File: src/flash_suspend_pkg.sv
// Shared constants and types for the serial flash suspend command gate.
// Assumes a 200 MHz system clock and a core that owns the program and erase sequencing.
package flash_suspend_pkg;

   // ------------------------------------------------------------
   // Timing
   // ------------------------------------------------------------
   localparam int clk_period_ps = 5000;
   // The suspend latency is a longest time, so the cycle count rounds down, never below one.
   localparam int suspend_latency_time_ns = 1000;
   localparam int suspend_latency_raw = (suspend_latency_time_ns * 1000) / clk_period_ps;
   localparam int suspend_latency_cycles = (suspend_latency_raw < 1) ? 1 : suspend_latency_raw;

   // ------------------------------------------------------------
   // Frame bit counting
   // ------------------------------------------------------------
   localparam logic [3:0] bit_cnt_reset = 4'h0;
   localparam logic [3:0] opcode_last_bit = 4'h7;
   localparam logic [3:0] opcode_bits = 4'h8;
   localparam logic [3:0] bit_cnt_sat = 4'h9;
   localparam logic [7:0] shift_reset = 8'h00;
   localparam logic [15:0] lat_reset = 16'h0000;

   // ------------------------------------------------------------
   // Opcodes
   // ------------------------------------------------------------
   localparam logic [7:0] op_suspend_a = 8'h75, op_suspend_b = 8'hb0;
   localparam logic [7:0] op_resume_a = 8'h7a, op_resume_b = 8'hd0;
   localparam logic [7:0] op_rd_sr1 = 8'h05, op_rd_sr2 = 8'h35, op_rd_sr3 = 8'h15;
   localparam logic [7:0] op_rd_sr_ind = 8'h65, op_act_int = 8'h25, op_terminate = 8'hf0;
   localparam logic [7:0] op_rst_en = 8'h66, op_rst = 8'h99, op_dpd_exit = 8'hab;
   localparam logic [7:0] op_id_a = 8'h9f, op_id_b = 8'h90, op_id_c = 8'h94;
   localparam logic [7:0] op_rd_a = 8'h03, op_rd_b = 8'h0b, op_rd_c = 8'h3b;
   localparam logic [7:0] op_rd_d = 8'h6b, op_rd_e = 8'heb, op_rd_f = 8'he7;
   localparam logic [7:0] op_buf_rd = 8'hd4, op_wr_en = 8'h06, op_wr_dis = 8'h04;
   localparam logic [7:0] op_vwr_en = 8'h50, op_lock_rd_a = 8'h3c, op_lock_rd_b = 8'h3d;
   localparam logic [7:0] op_otp_rd = 8'h4b, op_sfdp = 8'h5a, op_wrap = 8'h77;
   localparam logic [7:0] op_lowbat = 8'hef;
   localparam logic [7:0] op_buf_wr = 8'h84, op_prog_s = 8'h02, op_prog_d = 8'ha2;
   localparam logic [7:0] op_prog_q = 8'h32, op_buf_prog = 8'h88;
   localparam logic [7:0] op_seq_a = 8'had, op_seq_b = 8'haf;

   // ------------------------------------------------------------
   // Types
   // ------------------------------------------------------------
   typedef struct packed {
      logic [7:0] code;
      logic block_check;
   } cmd_t;

   typedef struct packed {
      logic device_busy_flag;
      logic program_suspended_flag;
      logic erase_suspended_flag;
      logic suspend_summary_flag;
   } flags_t;

   localparam flags_t flags_reset = '0;
   localparam cmd_t cmd_reset = '0;

   typedef enum logic [1:0] {
      st_idle = 2'b00,
      st_armed = 2'b01,
      st_wait = 2'b11
   } suspend_summary_flag_state_t;

endpackage

File: src/flash_suspend_command_gate.sv
// Opcode capture and admission gate for program/erase suspend of a serial flash.
// Assumes the SPI pins arrive asynchronously and the flash core runs on clk_sys.
`timescale 1ns/1ps

module flash_suspend_command_gate
   import flash_suspend_pkg::*;
#(
   parameter int lat_cycles = suspend_latency_cycles
) (
   input wire logic clk_sys,
   input wire logic arst_n,
   input wire logic spi_cs_n,
   input wire logic spi_sck,
   input wire logic spi_si,
   input wire logic op_start,
   input wire logic op_is_erase,
   input wire logic op_suspendable,
   input wire logic op_done,
   input wire logic op_resumed,
   output logic cmd_valid,
   output cmd_t cmd,
   output logic cmd_ignored,
   output logic suspend_start,
   output logic suspend_done,
   output flags_t flags
);

   // ------------------------------------------------------------
   // Pin synchronisers
   // ------------------------------------------------------------
   logic cs_s1_q, cs_s2_q, cs_s3_q;
   logic sck_s1_q, sck_s2_q, sck_s3_q;
   logic si_s1_q, si_s2_q;

   always_ff @(posedge clk_sys or negedge arst_n) begin
      if (!arst_n) begin
         cs_s1_q <= 1'b1;
         cs_s2_q <= 1'b1;
         cs_s3_q <= 1'b1;
         sck_s1_q <= 1'b0;
         sck_s2_q <= 1'b0;
         sck_s3_q <= 1'b0;
         si_s1_q <= 1'b0;
         si_s2_q <= 1'b0;
      end else begin
         cs_s1_q <= spi_cs_n;
         cs_s2_q <= cs_s1_q;
         cs_s3_q <= cs_s2_q;
         sck_s1_q <= spi_sck;
         sck_s2_q <= sck_s1_q;
         sck_s3_q <= sck_s2_q;
         si_s1_q <= spi_si;
         si_s2_q <= si_s1_q;
      end
   end

   logic bit_edge, cs_rise, byte_done;
   logic [7:0] opcode_w;
   logic [3:0] cnt_q, cnt_d;
   logic [7:0] shift_q, shift_d;

   assign bit_edge = sck_s2_q & ~sck_s3_q & ~cs_s2_q;
   assign cs_rise = cs_s2_q & ~cs_s3_q;
   assign opcode_w = {shift_q[6:0], si_s2_q};
   assign byte_done = bit_edge && (cnt_q == opcode_last_bit);

   // ------------------------------------------------------------
   // Opcode shifter
   // ------------------------------------------------------------
   always_comb begin
      cnt_d = cnt_q;
      shift_d = shift_q;
      if (cs_s2_q) begin
         cnt_d = bit_cnt_reset;
         shift_d = shift_reset;
      end else if (bit_edge) begin
         shift_d = opcode_w;
         if (cnt_q != bit_cnt_sat) begin
            cnt_d = cnt_q + 4'h1;
         end
      end
   end

   always_ff @(posedge clk_sys or negedge arst_n) begin
      if (!arst_n) begin
         cnt_q <= bit_cnt_reset;
         shift_q <= shift_reset;
      end else begin
         cnt_q <= cnt_d;
         shift_q <= shift_d;
      end
   end

   // ------------------------------------------------------------
   // Admission tables
   // ------------------------------------------------------------
   function automatic logic is_suspend(input logic [7:0] op);
      return (op == op_suspend_a) || (op == op_suspend_b);
   endfunction

   function automatic logic in_always(input logic [7:0] op);
      case (op)
         op_rd_sr1, op_rd_sr2, op_rd_sr3, op_rd_sr_ind, op_act_int, op_terminate,
         op_rst_en, op_rst, op_id_a, op_id_b, op_id_c, op_dpd_exit: return 1'b1;
         default: return 1'b0;
      endcase
   endfunction

   function automatic logic in_suspended(input logic [7:0] op);
      case (op)
         op_rd_a, op_rd_b, op_rd_c, op_rd_d, op_rd_e, op_rd_f, op_buf_rd, op_resume_a,
         op_resume_b, op_wr_en, op_wr_dis, op_vwr_en, op_lock_rd_a, op_lock_rd_b,
         op_otp_rd, op_sfdp, op_wrap, op_lowbat: return 1'b1;
         default: return 1'b0;
      endcase
   endfunction

   function automatic logic in_erase_only(input logic [7:0] op);
      case (op)
         op_buf_wr, op_prog_s, op_prog_d, op_prog_q, op_buf_prog, op_seq_a,
         op_seq_b: return 1'b1;
         default: return 1'b0;
      endcase
   endfunction

   function automatic logic needs_block_check(input logic [7:0] op);
      case (op)
         op_prog_s, op_prog_d, op_buf_prog, op_seq_a, op_seq_b: return 1'b1;
         default: return 1'b0;
      endcase
   endfunction

   flags_t flags_q, flags_d;
   logic cur_erase_q, cur_erase_d;
   logic cur_suspend_summary_flag_ok_q, cur_suspend_summary_flag_ok_d;
   logic admit;
   logic flag_block;

   // Anything outside the lists is refused in a busy or suspended state, which covers
   // status writes, locks, erases, read-modify-write, OTP program and deep power-down.
   always_comb begin
      admit = 1'b0;
      if (flags_q.device_busy_flag) begin
         admit = in_always(opcode_w) || (is_suspend(opcode_w) && cur_suspend_summary_flag_ok_q);
      end else if (flags_q.program_suspended_flag) begin
         admit = in_always(opcode_w) || in_suspended(opcode_w);
      end else if (flags_q.erase_suspended_flag) begin
         admit = in_always(opcode_w) || in_suspended(opcode_w)
            || in_erase_only(opcode_w);
      end else begin
         admit = !is_suspend(opcode_w);
      end
   end

   assign flag_block = flags_q.erase_suspended_flag && !flags_q.program_suspended_flag
      && needs_block_check(opcode_w);

   // ------------------------------------------------------------
   // Command hand-off
   // ------------------------------------------------------------
   logic cmd_valid_q, cmd_valid_d;
   logic cmd_ignored_q, cmd_ignored_d;
   cmd_t cmd_q, cmd_d;

   always_comb begin
      cmd_valid_d = byte_done && admit;
      cmd_ignored_d = byte_done && !admit;
      cmd_d = cmd_q;
      if (byte_done && admit) begin
         cmd_d.code = opcode_w;
         cmd_d.block_check = flag_block;
      end
   end

   always_ff @(posedge clk_sys or negedge arst_n) begin
      if (!arst_n) begin
         cmd_valid_q <= 1'b0;
         cmd_ignored_q <= 1'b0;
         cmd_q <= cmd_reset;
      end else begin
         cmd_valid_q <= cmd_valid_d;
         cmd_ignored_q <= cmd_ignored_d;
         cmd_q <= cmd_d;
      end
   end

   // ------------------------------------------------------------
   // Suspend sequencer
   // ------------------------------------------------------------
   suspend_summary_flag_state_t state_q, state_d;
   logic [15:0] lat_q, lat_d;
   logic suspend_summary_flag_start_q, suspend_summary_flag_start_d;
   logic suspend_summary_flag_done_q, suspend_summary_flag_done_d;
   logic finish;

   always_comb begin
      state_d = state_q;
      lat_d = lat_q;
      suspend_summary_flag_start_d = 1'b0;
      finish = 1'b0;
      case (state_q)
         st_idle: begin
            if (byte_done && admit && is_suspend(opcode_w)) begin
               state_d = st_armed;
            end
         end
         st_armed: begin
            if (bit_edge) begin
               state_d = st_idle;
            end else if (cs_rise) begin
               if (cnt_q == opcode_bits && flags_q.device_busy_flag && cur_suspend_summary_flag_ok_q) begin
                  state_d = st_wait;
                  lat_d = 16'(lat_cycles - 1);
                  suspend_summary_flag_start_d = 1'b1;
               end else begin
                  state_d = st_idle;
               end
            end
         end
         st_wait: begin
            // A natural completion during the latency wins; nothing is left to suspend.
            if (op_done) begin
               state_d = st_idle;
            end else if (lat_q == lat_reset) begin
               state_d = st_idle;
               finish = 1'b1;
            end else begin
               lat_d = lat_q - 16'h0001;
            end
         end
         default: begin
            state_d = st_idle;
         end
      endcase
      suspend_summary_flag_done_d = finish;
   end

   always_ff @(posedge clk_sys or negedge arst_n) begin
      if (!arst_n) begin
         state_q <= st_idle;
         lat_q <= lat_reset;
         suspend_summary_flag_start_q <= 1'b0;
         suspend_summary_flag_done_q <= 1'b0;
      end else begin
         state_q <= state_d;
         lat_q <= lat_d;
         suspend_summary_flag_start_q <= suspend_summary_flag_start_d;
         suspend_summary_flag_done_q <= suspend_summary_flag_done_d;
      end
   end

   // ------------------------------------------------------------
   // Status flags
   // ------------------------------------------------------------
   always_comb begin
      flags_d = flags_q;
      cur_erase_d = cur_erase_q;
      cur_suspend_summary_flag_ok_d = cur_suspend_summary_flag_ok_q;
      if (op_start) begin
         flags_d.device_busy_flag = 1'b1;
         cur_erase_d = op_is_erase;
         cur_suspend_summary_flag_ok_d = op_suspendable;
      end
      if (op_done) begin
         flags_d.device_busy_flag = 1'b0;
      end
      if (op_resumed) begin
         // A suspended program resumes before a suspended erase.
         flags_d.device_busy_flag = 1'b1;
         cur_suspend_summary_flag_ok_d = 1'b1;
         if (flags_q.program_suspended_flag) begin
            flags_d.program_suspended_flag = 1'b0;
            cur_erase_d = 1'b0;
         end else begin
            flags_d.erase_suspended_flag = 1'b0;
            cur_erase_d = 1'b1;
         end
         flags_d.suspend_summary_flag = flags_d.program_suspended_flag
            | flags_d.erase_suspended_flag;
      end
      if (finish) begin
         flags_d.device_busy_flag = 1'b0;
         flags_d.suspend_summary_flag = 1'b1;
         if (cur_erase_q) begin
            flags_d.erase_suspended_flag = 1'b1;
         end else begin
            flags_d.program_suspended_flag = 1'b1;
         end
      end
   end

   always_ff @(posedge clk_sys or negedge arst_n) begin
      if (!arst_n) begin
         flags_q <= flags_reset;
         cur_erase_q <= 1'b0;
         cur_suspend_summary_flag_ok_q <= 1'b0;
      end else begin
         flags_q <= flags_d;
         cur_erase_q <= cur_erase_d;
         cur_suspend_summary_flag_ok_q <= cur_suspend_summary_flag_ok_d;
      end
   end

   assign cmd_valid = cmd_valid_q;
   assign cmd = cmd_q;
   assign cmd_ignored = cmd_ignored_q;
   assign suspend_start = suspend_summary_flag_start_q;
   assign suspend_done = suspend_summary_flag_done_q;
   assign flags = flags_q;

   // ------------------------------------------------------------
   // Assertions
   // ------------------------------------------------------------
   localparam int lat_bound = lat_cycles + 1;
endmodule // flash_suspend_command_gate

File: config.mk
export PLATFORM = sky130hd
export DESIGN_NAME = flash_suspend_command_gate
export DESIGN_NICKNAME = d
export VERILOG_FILES = /design/src/flash_suspend_pkg.sv /design/src/flash_suspend_command_gate.sv
export SDC_FILE = /design/constraint.sdc
export NUM_CORES = 1
export LEC_CHECK = 0
export ABC_AREA = 1
export BUFFER_PORTS_ARGS = -buffer_cell sky130_fd_sc_hd__buf_2
export CAP_MARGIN = 20
export CORE_MARGIN = 2
export CORE_UTILIZATION = 28
export DETAILED_ROUTE_END_ITERATION = 16
export PLACE_DENSITY = 0.53
export SETUP_SLACK_MARGIN = 0.4
export SYNTH_ARGS = -nofsm -noshare
export SYNTH_HDL_FRONTEND = slang
export SYNTH_SLANG_ARGS = --single-unit
File: constraint.sdc
create_clock -name clk_sys -period 2.3 [get_ports clk_sys]
set_clock_uncertainty 0.2 [all_clocks]
set_input_delay 0.46 -clock clk_sys [delete_from_list [all_inputs] [get_ports clk_sys]]
set_output_delay 0.46 -clock clk_sys [all_outputs]
set_load 0.05 [all_outputs]
# == Word-level counts from Yosys, hierarchy flattened ==
# Index checks and enable logic that the tools add are counted.
# word_totals
reg_bits,56
input_bits,10
out_inout_bits,17
elab_cells,177
# classes
addsub,2
n_eq_ne,52
muxes,60
bitwise,7
n_reduce_logical,32
# op_table
operator,count
$eq 8x8->1 const B,17
$mux 16,5
$eq 8x7->1 const B,9
$eq 8x6->1 const B,6
$mux 1,40
$pmux 16 s2,1
$eq 8x3->1 const B,3
$mux 4,5
$reduce_or 18->1,1
$eq 8x2->1 const B,2
$logic_not 16->1,1
$sub 16x1->16 const B,1
$mux 7,2
$mux 2,6
$ne 2x2->1 const B,6
$reduce_or 12->1,1
$reduce_bool 2->1,5
$logic_and 1x1->1,9
$eq 8x4->1 const B,1
$eq 8x5->1 const B,1
$reduce_or 7->1,1
$ne 3x3->1 const B,2
$pmux 2 s3,1
$reduce_and 6->1,1
16 further kinds,26

# == Longest topological paths before layout ==
# logic_depth
depth_word,15
ltp_mapped,15
mapped_depth_nobuf,15

# == Worst setup path after synthesis ==
# OpenSTA, ideal clock, no wires.
# synth_path
path_kind,reg-to-reg
start,register flags_q (netlist bit flags[3])
end,register lat_q[9]
setup_ns,0.126
arrival_ns,1.983
required_time_ns,1.974
slack_ns,-0.009
stages_incl_launch_ff,12
path_buffers,0
synth_period_minus_slack_ns,2.309
path_cell_list,dfrtp_1 > inv_1 > nor3_2 > nand3_2 > nand2_1 > o21ai_2 > nor2_2 > nand2_1 > nor2_1 > nand2_1 > nor3_1 > nor3_1
# synth_between
elab_chain_cells,4
# synth_lines
item,line,rtl
"start, declared",flash_suspend_command_gate.sv:133,"flags_t flags_q, flags_d;"
"start signal, assigned",flash_suspend_command_gate.sv:294,flags_q <= flags_reset;
"start signal, assigned",flash_suspend_command_gate.sv:298,flags_q <= flags_d;
$logic_and 1x1->1 (2 in series),flash_suspend_command_gate.sv:211,if (cnt_q == opcode_bits && flags_q.device_busy_flag && cur_suspend_summary_flag_ok_q) begin
$ne 2x2->1 (no line),--,
$reduce_and 6->1 (no line),--,
"end signal, assigned",flash_suspend_command_gate.sv:241,lat_q <= lat_reset;
"end signal, assigned",flash_suspend_command_gate.sv:246,lat_q <= lat_d;
"end, declared",flash_suspend_command_gate.sv:191,"logic [15:0] lat_q, lat_d;"
# Every way passes these cells.
# A chain may end at the register's enable or synchronous reset.

# == Worst setup path after layout ==
# layout_path
start,register shift_q[3]
end,register cmd_q (netlist bit cmd[5])
# layout_between
elab_chain_cells,12
elab_cells_between_ends,70
cone_classes,eq/ne (39); mux (20); reduce/logical (11)
# layout_lines
item,line,rtl
"start, declared",flash_suspend_command_gate.sv:60,"logic [7:0] shift_q, shift_d;"
"start signal, assigned",flash_suspend_command_gate.sv:87,shift_q <= shift_reset;
"start signal, assigned",flash_suspend_command_gate.sv:90,shift_q <= shift_d;
"$eq 8x2->1, or another cell as far along",flash_suspend_command_gate.sv:110,case (op)
$reduce_or 18->1 / $reduce_or 12->1 (equally long branches),"flash_suspend_command_gate.sv:110, flash_suspend_command_gate.sv:102",
$mux 1 (on tied branches),"flash_suspend_command_gate.sv:110, flash_suspend_command_gate.sv:102",
$mux 1,flash_suspend_command_gate.sv:147,end else if (flags_q.erase_suspended_flag) begin
$mux 1,flash_suspend_command_gate.sv:145,end else if (flags_q.program_suspended_flag) begin
$mux 1,flash_suspend_command_gate.sv:143,if (flags_q.device_busy_flag) begin
$logic_or 1x1->1,flash_suspend_command_gate.sv:148,admit = in_always(opcode_w) || in_suspended(opcode_w)
$logic_or 1x1->1,flash_suspend_command_gate.sv:149,|| in_erase_only(opcode_w);
$mux 1,flash_suspend_command_gate.sv:147,
$mux 1,flash_suspend_command_gate.sv:145,
$mux 1,flash_suspend_command_gate.sv:143,
$logic_and 1x1->1,flash_suspend_command_gate.sv:169,if (byte_done && admit) begin
"end signal, assigned",flash_suspend_command_gate.sv:179,cmd_q <= cmd_reset;
"end signal, assigned",flash_suspend_command_gate.sv:183,cmd_q <= cmd_d;
"end, declared",flash_suspend_command_gate.sv:163,"cmd_t cmd_q, cmd_d;"
# Several ways; a longest one is shown, not always the timed one. The select of a mux whose other input is x is not followed.

==> metrics list <==
* Worst path required time: 2.31 ns
- Cells fill 40.2% of the core in the end.
- Number of violations of the max-capacitance limit: 0
* Pwr dens: 460 mW/mm²
* Number of register bits inferred by synthesis: 56
- STA puts the critical path data arrival time at 2.23 ns.
- Count of inserted antenna diode cells: 0
* Type of the tightest min-delay check: in -> reg
- Number of DRC markers in iteration 0: 96
- Worst reg2reg endpoint: cmd[5]$_DFFE_PN0P_
* Multi-input gate area: 0.00169 mm²
* Top-Level Pins: 27
- Most used flip-flop cell after synthesis: dfrtp_1
* Global-route wire length before repair: 12.6 mm
- Avg Cell Area, Syn: 7.87 µm²
- Clock latency on the worst-skew pair: 0.32 ns
- Antenna violation net count after detailed routing: 0
- The share of synthesized area in the top cell type comes to 45.9%.
- Switching share of total power: 23.6%
- The share of total power dissipated in combinational logic is 7.4%.
- Unrepaired setup endpoints after global routing: true
- Sequential power share: 54.2%
- The placed instances occupy a cell area of 0.00336 mm².
- Post-DR wirelength/cell: 13.1 µm
- Placer congestion estimate: 0.876
- STA classifies the critical path startpoint as a flop.
- Once the floorplan was initialized, standard cells occupied 28.4% of the core.
- Count of synthesis-stage warnings from yosys: 0
* Max frequency: 0.451 GHz
* # rows: 37
- Area growth from synthesis to layout: 41.8%
* Min Tclk post-route: 2.22 ns
- Gate count after technology mapping: 367
- Buffers inserted during clock tree synthesis total 5.
- Post-Synthesis Cell Area: 0.00289 mm²
- Aggregate routed wire length: 7.58 mm
* Vias after detailed routing: 2728
- Internal Pwr Total: 1440 µW
- Die outline height: 106 µm
* Clock H-tree levels: 2
- Critical path endpoint category: flop
- Yosys top cell by area: dfrtp_1
- The number of global-route vias before repair was 2659.
- CTS saw 56 sinks.
- The number of nets in the synthesized netlist is 381.
* Fraction of power consumed by the clock network: 38.3%
- By area the synthesized netlist is led by dfrtp_1 (46%), nand2_1 (12%), nor2_1 (7.5%).
- Counting distinct cell types in the post-synthesis netlist gives 33.
- Fin area: 0.00410 mm²
* Cell depth of the worst flop-to-flop path: 16
- The design draws 1880 µW.
- Tracing the worst setup path back leads to its startpoint at shift_q[3]$_DFFE_PN0P_.
* Horizontal die dimension: 106 µm
- Sw Pwr: 444 µW
- Fill count: 1023
- After detailed routing, the number of vias per cell comes to 4.72.
* Number of enable-type register cells in the synthesized netlist: 0
- The analysis attributes to cell leakage a power of 0.00188 µW.
- Entering global routing, the biggest net connects 57 pins.
* Worst-case headroom to the max-slew limit: 69.1%
- Summing all flip-flop and latch instances after layout gives 0.00142 mm².
- Pre-Repair DR Iteration Count: 4
- The final critical path takes up 96.4% of the cycle.
- In this run the worst setup path terminates at cmd[5]$_DFFE_PN0P_.
- Number of antenna violations at the first check in global routing: 0
- After global routing the overflow that remains totals 0.
* Layout cell share with drive strength beyond 1: 43.2%
- Die outline area: 0.0111 mm²
* IO buf count: 26
* Setup TNS: 0 ns
* TritonCTS clock tree: done
- The worst register-to-register path begins at shift_q[3]$_DFFE_PN0P_.
* Outcome: finished, final reports clean
* Worst-Margin Slew: 0.459 ns
- Yosys instantiated no cell more often than nand2_1.
- Setup-failing EPs final: 0
* Largest fanout on the critical path: 5
* Classification of the worst setup path: reg -> reg
- Core area: 0.0102 mm²
- Remaining DRCs: 0
- Max Slew Vio Count: 0
- Pre-CTS worst setup slack: -0.0132 ns
- Detailed placement finished with a half-perimeter wire length of 5.21 mm.
- Clock-pin slew was measured on the worst setup and hold paths at 0.11 ns.
- Across every metal layer, demand over resource in global routing totals 13.9%.
- For this run, asynchronously set or reset flops after synthesis account for 100%.
- Commonest cells post-synth: nand2_1 (89), nor2_1 (58), dfrtp_1 (53)
- The tree is rooted in a clkbuf_8.
* Worst R2R Setup Slack: 0.08 ns
* Deepest clock path buffer count: 2
- Slack of the critical path: 0.0831 ns
* Total Nets Final: 455
- VDD sags by at most 346 µV.
- Share of the yosys chip area belonging to registers: 48.6%
- Final hold violation count: 0
[layout make-up]
class | count | area share [%]
multi-input combinational | 264 | 41.2
sequential | 56 | 34.6
timing repair buffer | 68 | 12.4
inverter | 46 | 4.55
tap | 136 | 4.15
clock buffer | 7 | 2.35
clock inverter | 1 | 0.733
[power groups by stage]
stage	logic (µW)	registers (µW)	clock network, µW
after detailed placement	119	1040	0
after global placement	116	1040	0
after CTS	128	1020	746
final	140	1020	723
after global routing	157	1030	778
after floorplan	57.0	1040	0
[metal layers]
metal,routed length [µm],global-route usage [%]
met3,290,2.97
met1,3320,17.4
met2,3850,24.3
met4,114,3.57
met5,0,0
[state kept, by name (all words and copies together), names as in the netlist, 2 cells and up]
| signal | flops |
|---|---|
| state_q | 2 |
| cnt_q | 4 |
| lat_q | 16 |
| flags | 4 |
| cmd | 9 |
| shift_q | 7 |
[cells in the final DEF, fill, tap and decap left out, drive strengths merged]
cell | Yosys | layout
clkbuf | 0 | 7
dlygate4sd3 | 0 | 1
nand3b | 1 | 1
nand4 | 4 | 4
nand2 | 92 | 92
clkinv | 1 | 2
dfrtp | 53 | 53
buf | 1 | 67
o21a | 10 | 10
a21oi | 17 | 17
a32o | 1 | 1
nor4 | 4 | 4
nor2 | 62 | 62
xor2 | 2 | 2
clkinvlp | 0 | 1
o31ai | 2 | 2
a2bb2oi | 1 | 1
o22ai | 9 | 9
nor3 | 8 | 8
o311ai | 2 | 2
bufinv | 0 | 1
a221oi | 1 | 1
inv | 45 | 43
ha | 4 | 4
a22oi | 1 | 1
nand3 | 24 | 24
a31oi | 1 | 1
dfstp | 3 | 3
o21ai | 18 | 18
[worst max-delay path: stages (launching register included)]
cell and delay [ns]:
dfrtp_2 0.46, buf_4 0.14, nand2_2 0.08, nor2_1 0.04, nand2_1 0.06, nand2_1 0.04
nor2_1 0.08, nand2_1 0.07, nor2_2 0.15, nand3_1 0.09, nand2_1 0.08, nand3_2 0.08
nand2_2 0.09, nor2_4 0.05, buf_12 0.13, buf_6 0.11, o21a_1 0.16
[logic make-up (layout without fill, tap and decap cells)]
family,after synthesis,after routing,synth area share (%)
compound gates,63,63,13.5
xor+xnor,2,2,0.606
fa+ha+maj,4,4,1.73
buf+inv,47,122,6.37
flops,56,56,48.6
simple gates,195,195,29.2
[through the flow]
| stage | hold WS (ns) | instances |
|---|---|---|
| global route | 0.0200 | 578 |
| global placement | 0.137 | 539 |
| floorplan | -0.0356 | 367 |
| finish | 0.0346 | 578 |
| CTS | 0.0288 | 561 |
| detailed placement | 0.143 | 539 |
[worst min-delay path by stage]
stage                       start                  to  slack, ns  cells past startpoint
2_1_floorplan              arst_n  cmd[0]$_DFFE_PN0P_      -0.04                      0
3_3_place_gp    si_s1_q$_DFF_PN0_   si_s2_q$_DFF_PN0_       0.14                      0
3_5_place_dp   sck_s1_q$_DFF_PN0_  sck_s2_q$_DFF_PN0_       0.14                      0
4_1_cts                  spi_cs_n   cs_s1_q$_DFF_PN1_       0.03                      1
5_1_grt                  spi_cs_n   cs_s1_q$_DFF_PN1_       0.02                      1
6_report                 spi_cs_n   cs_s1_q$_DFF_PN1_       0.03                      1
[timing repair]
item	4_1_cts	5_1_grt
hold buffers	1	0
buffers inserted	13	17
pin swaps	8	28
endpoints found under the hold margin	53	0
resized for setup	16	96
setup endpoints to repair	22	31
gates cloned	0	0
No activity file was read; power rests on OpenSTA's default activity.
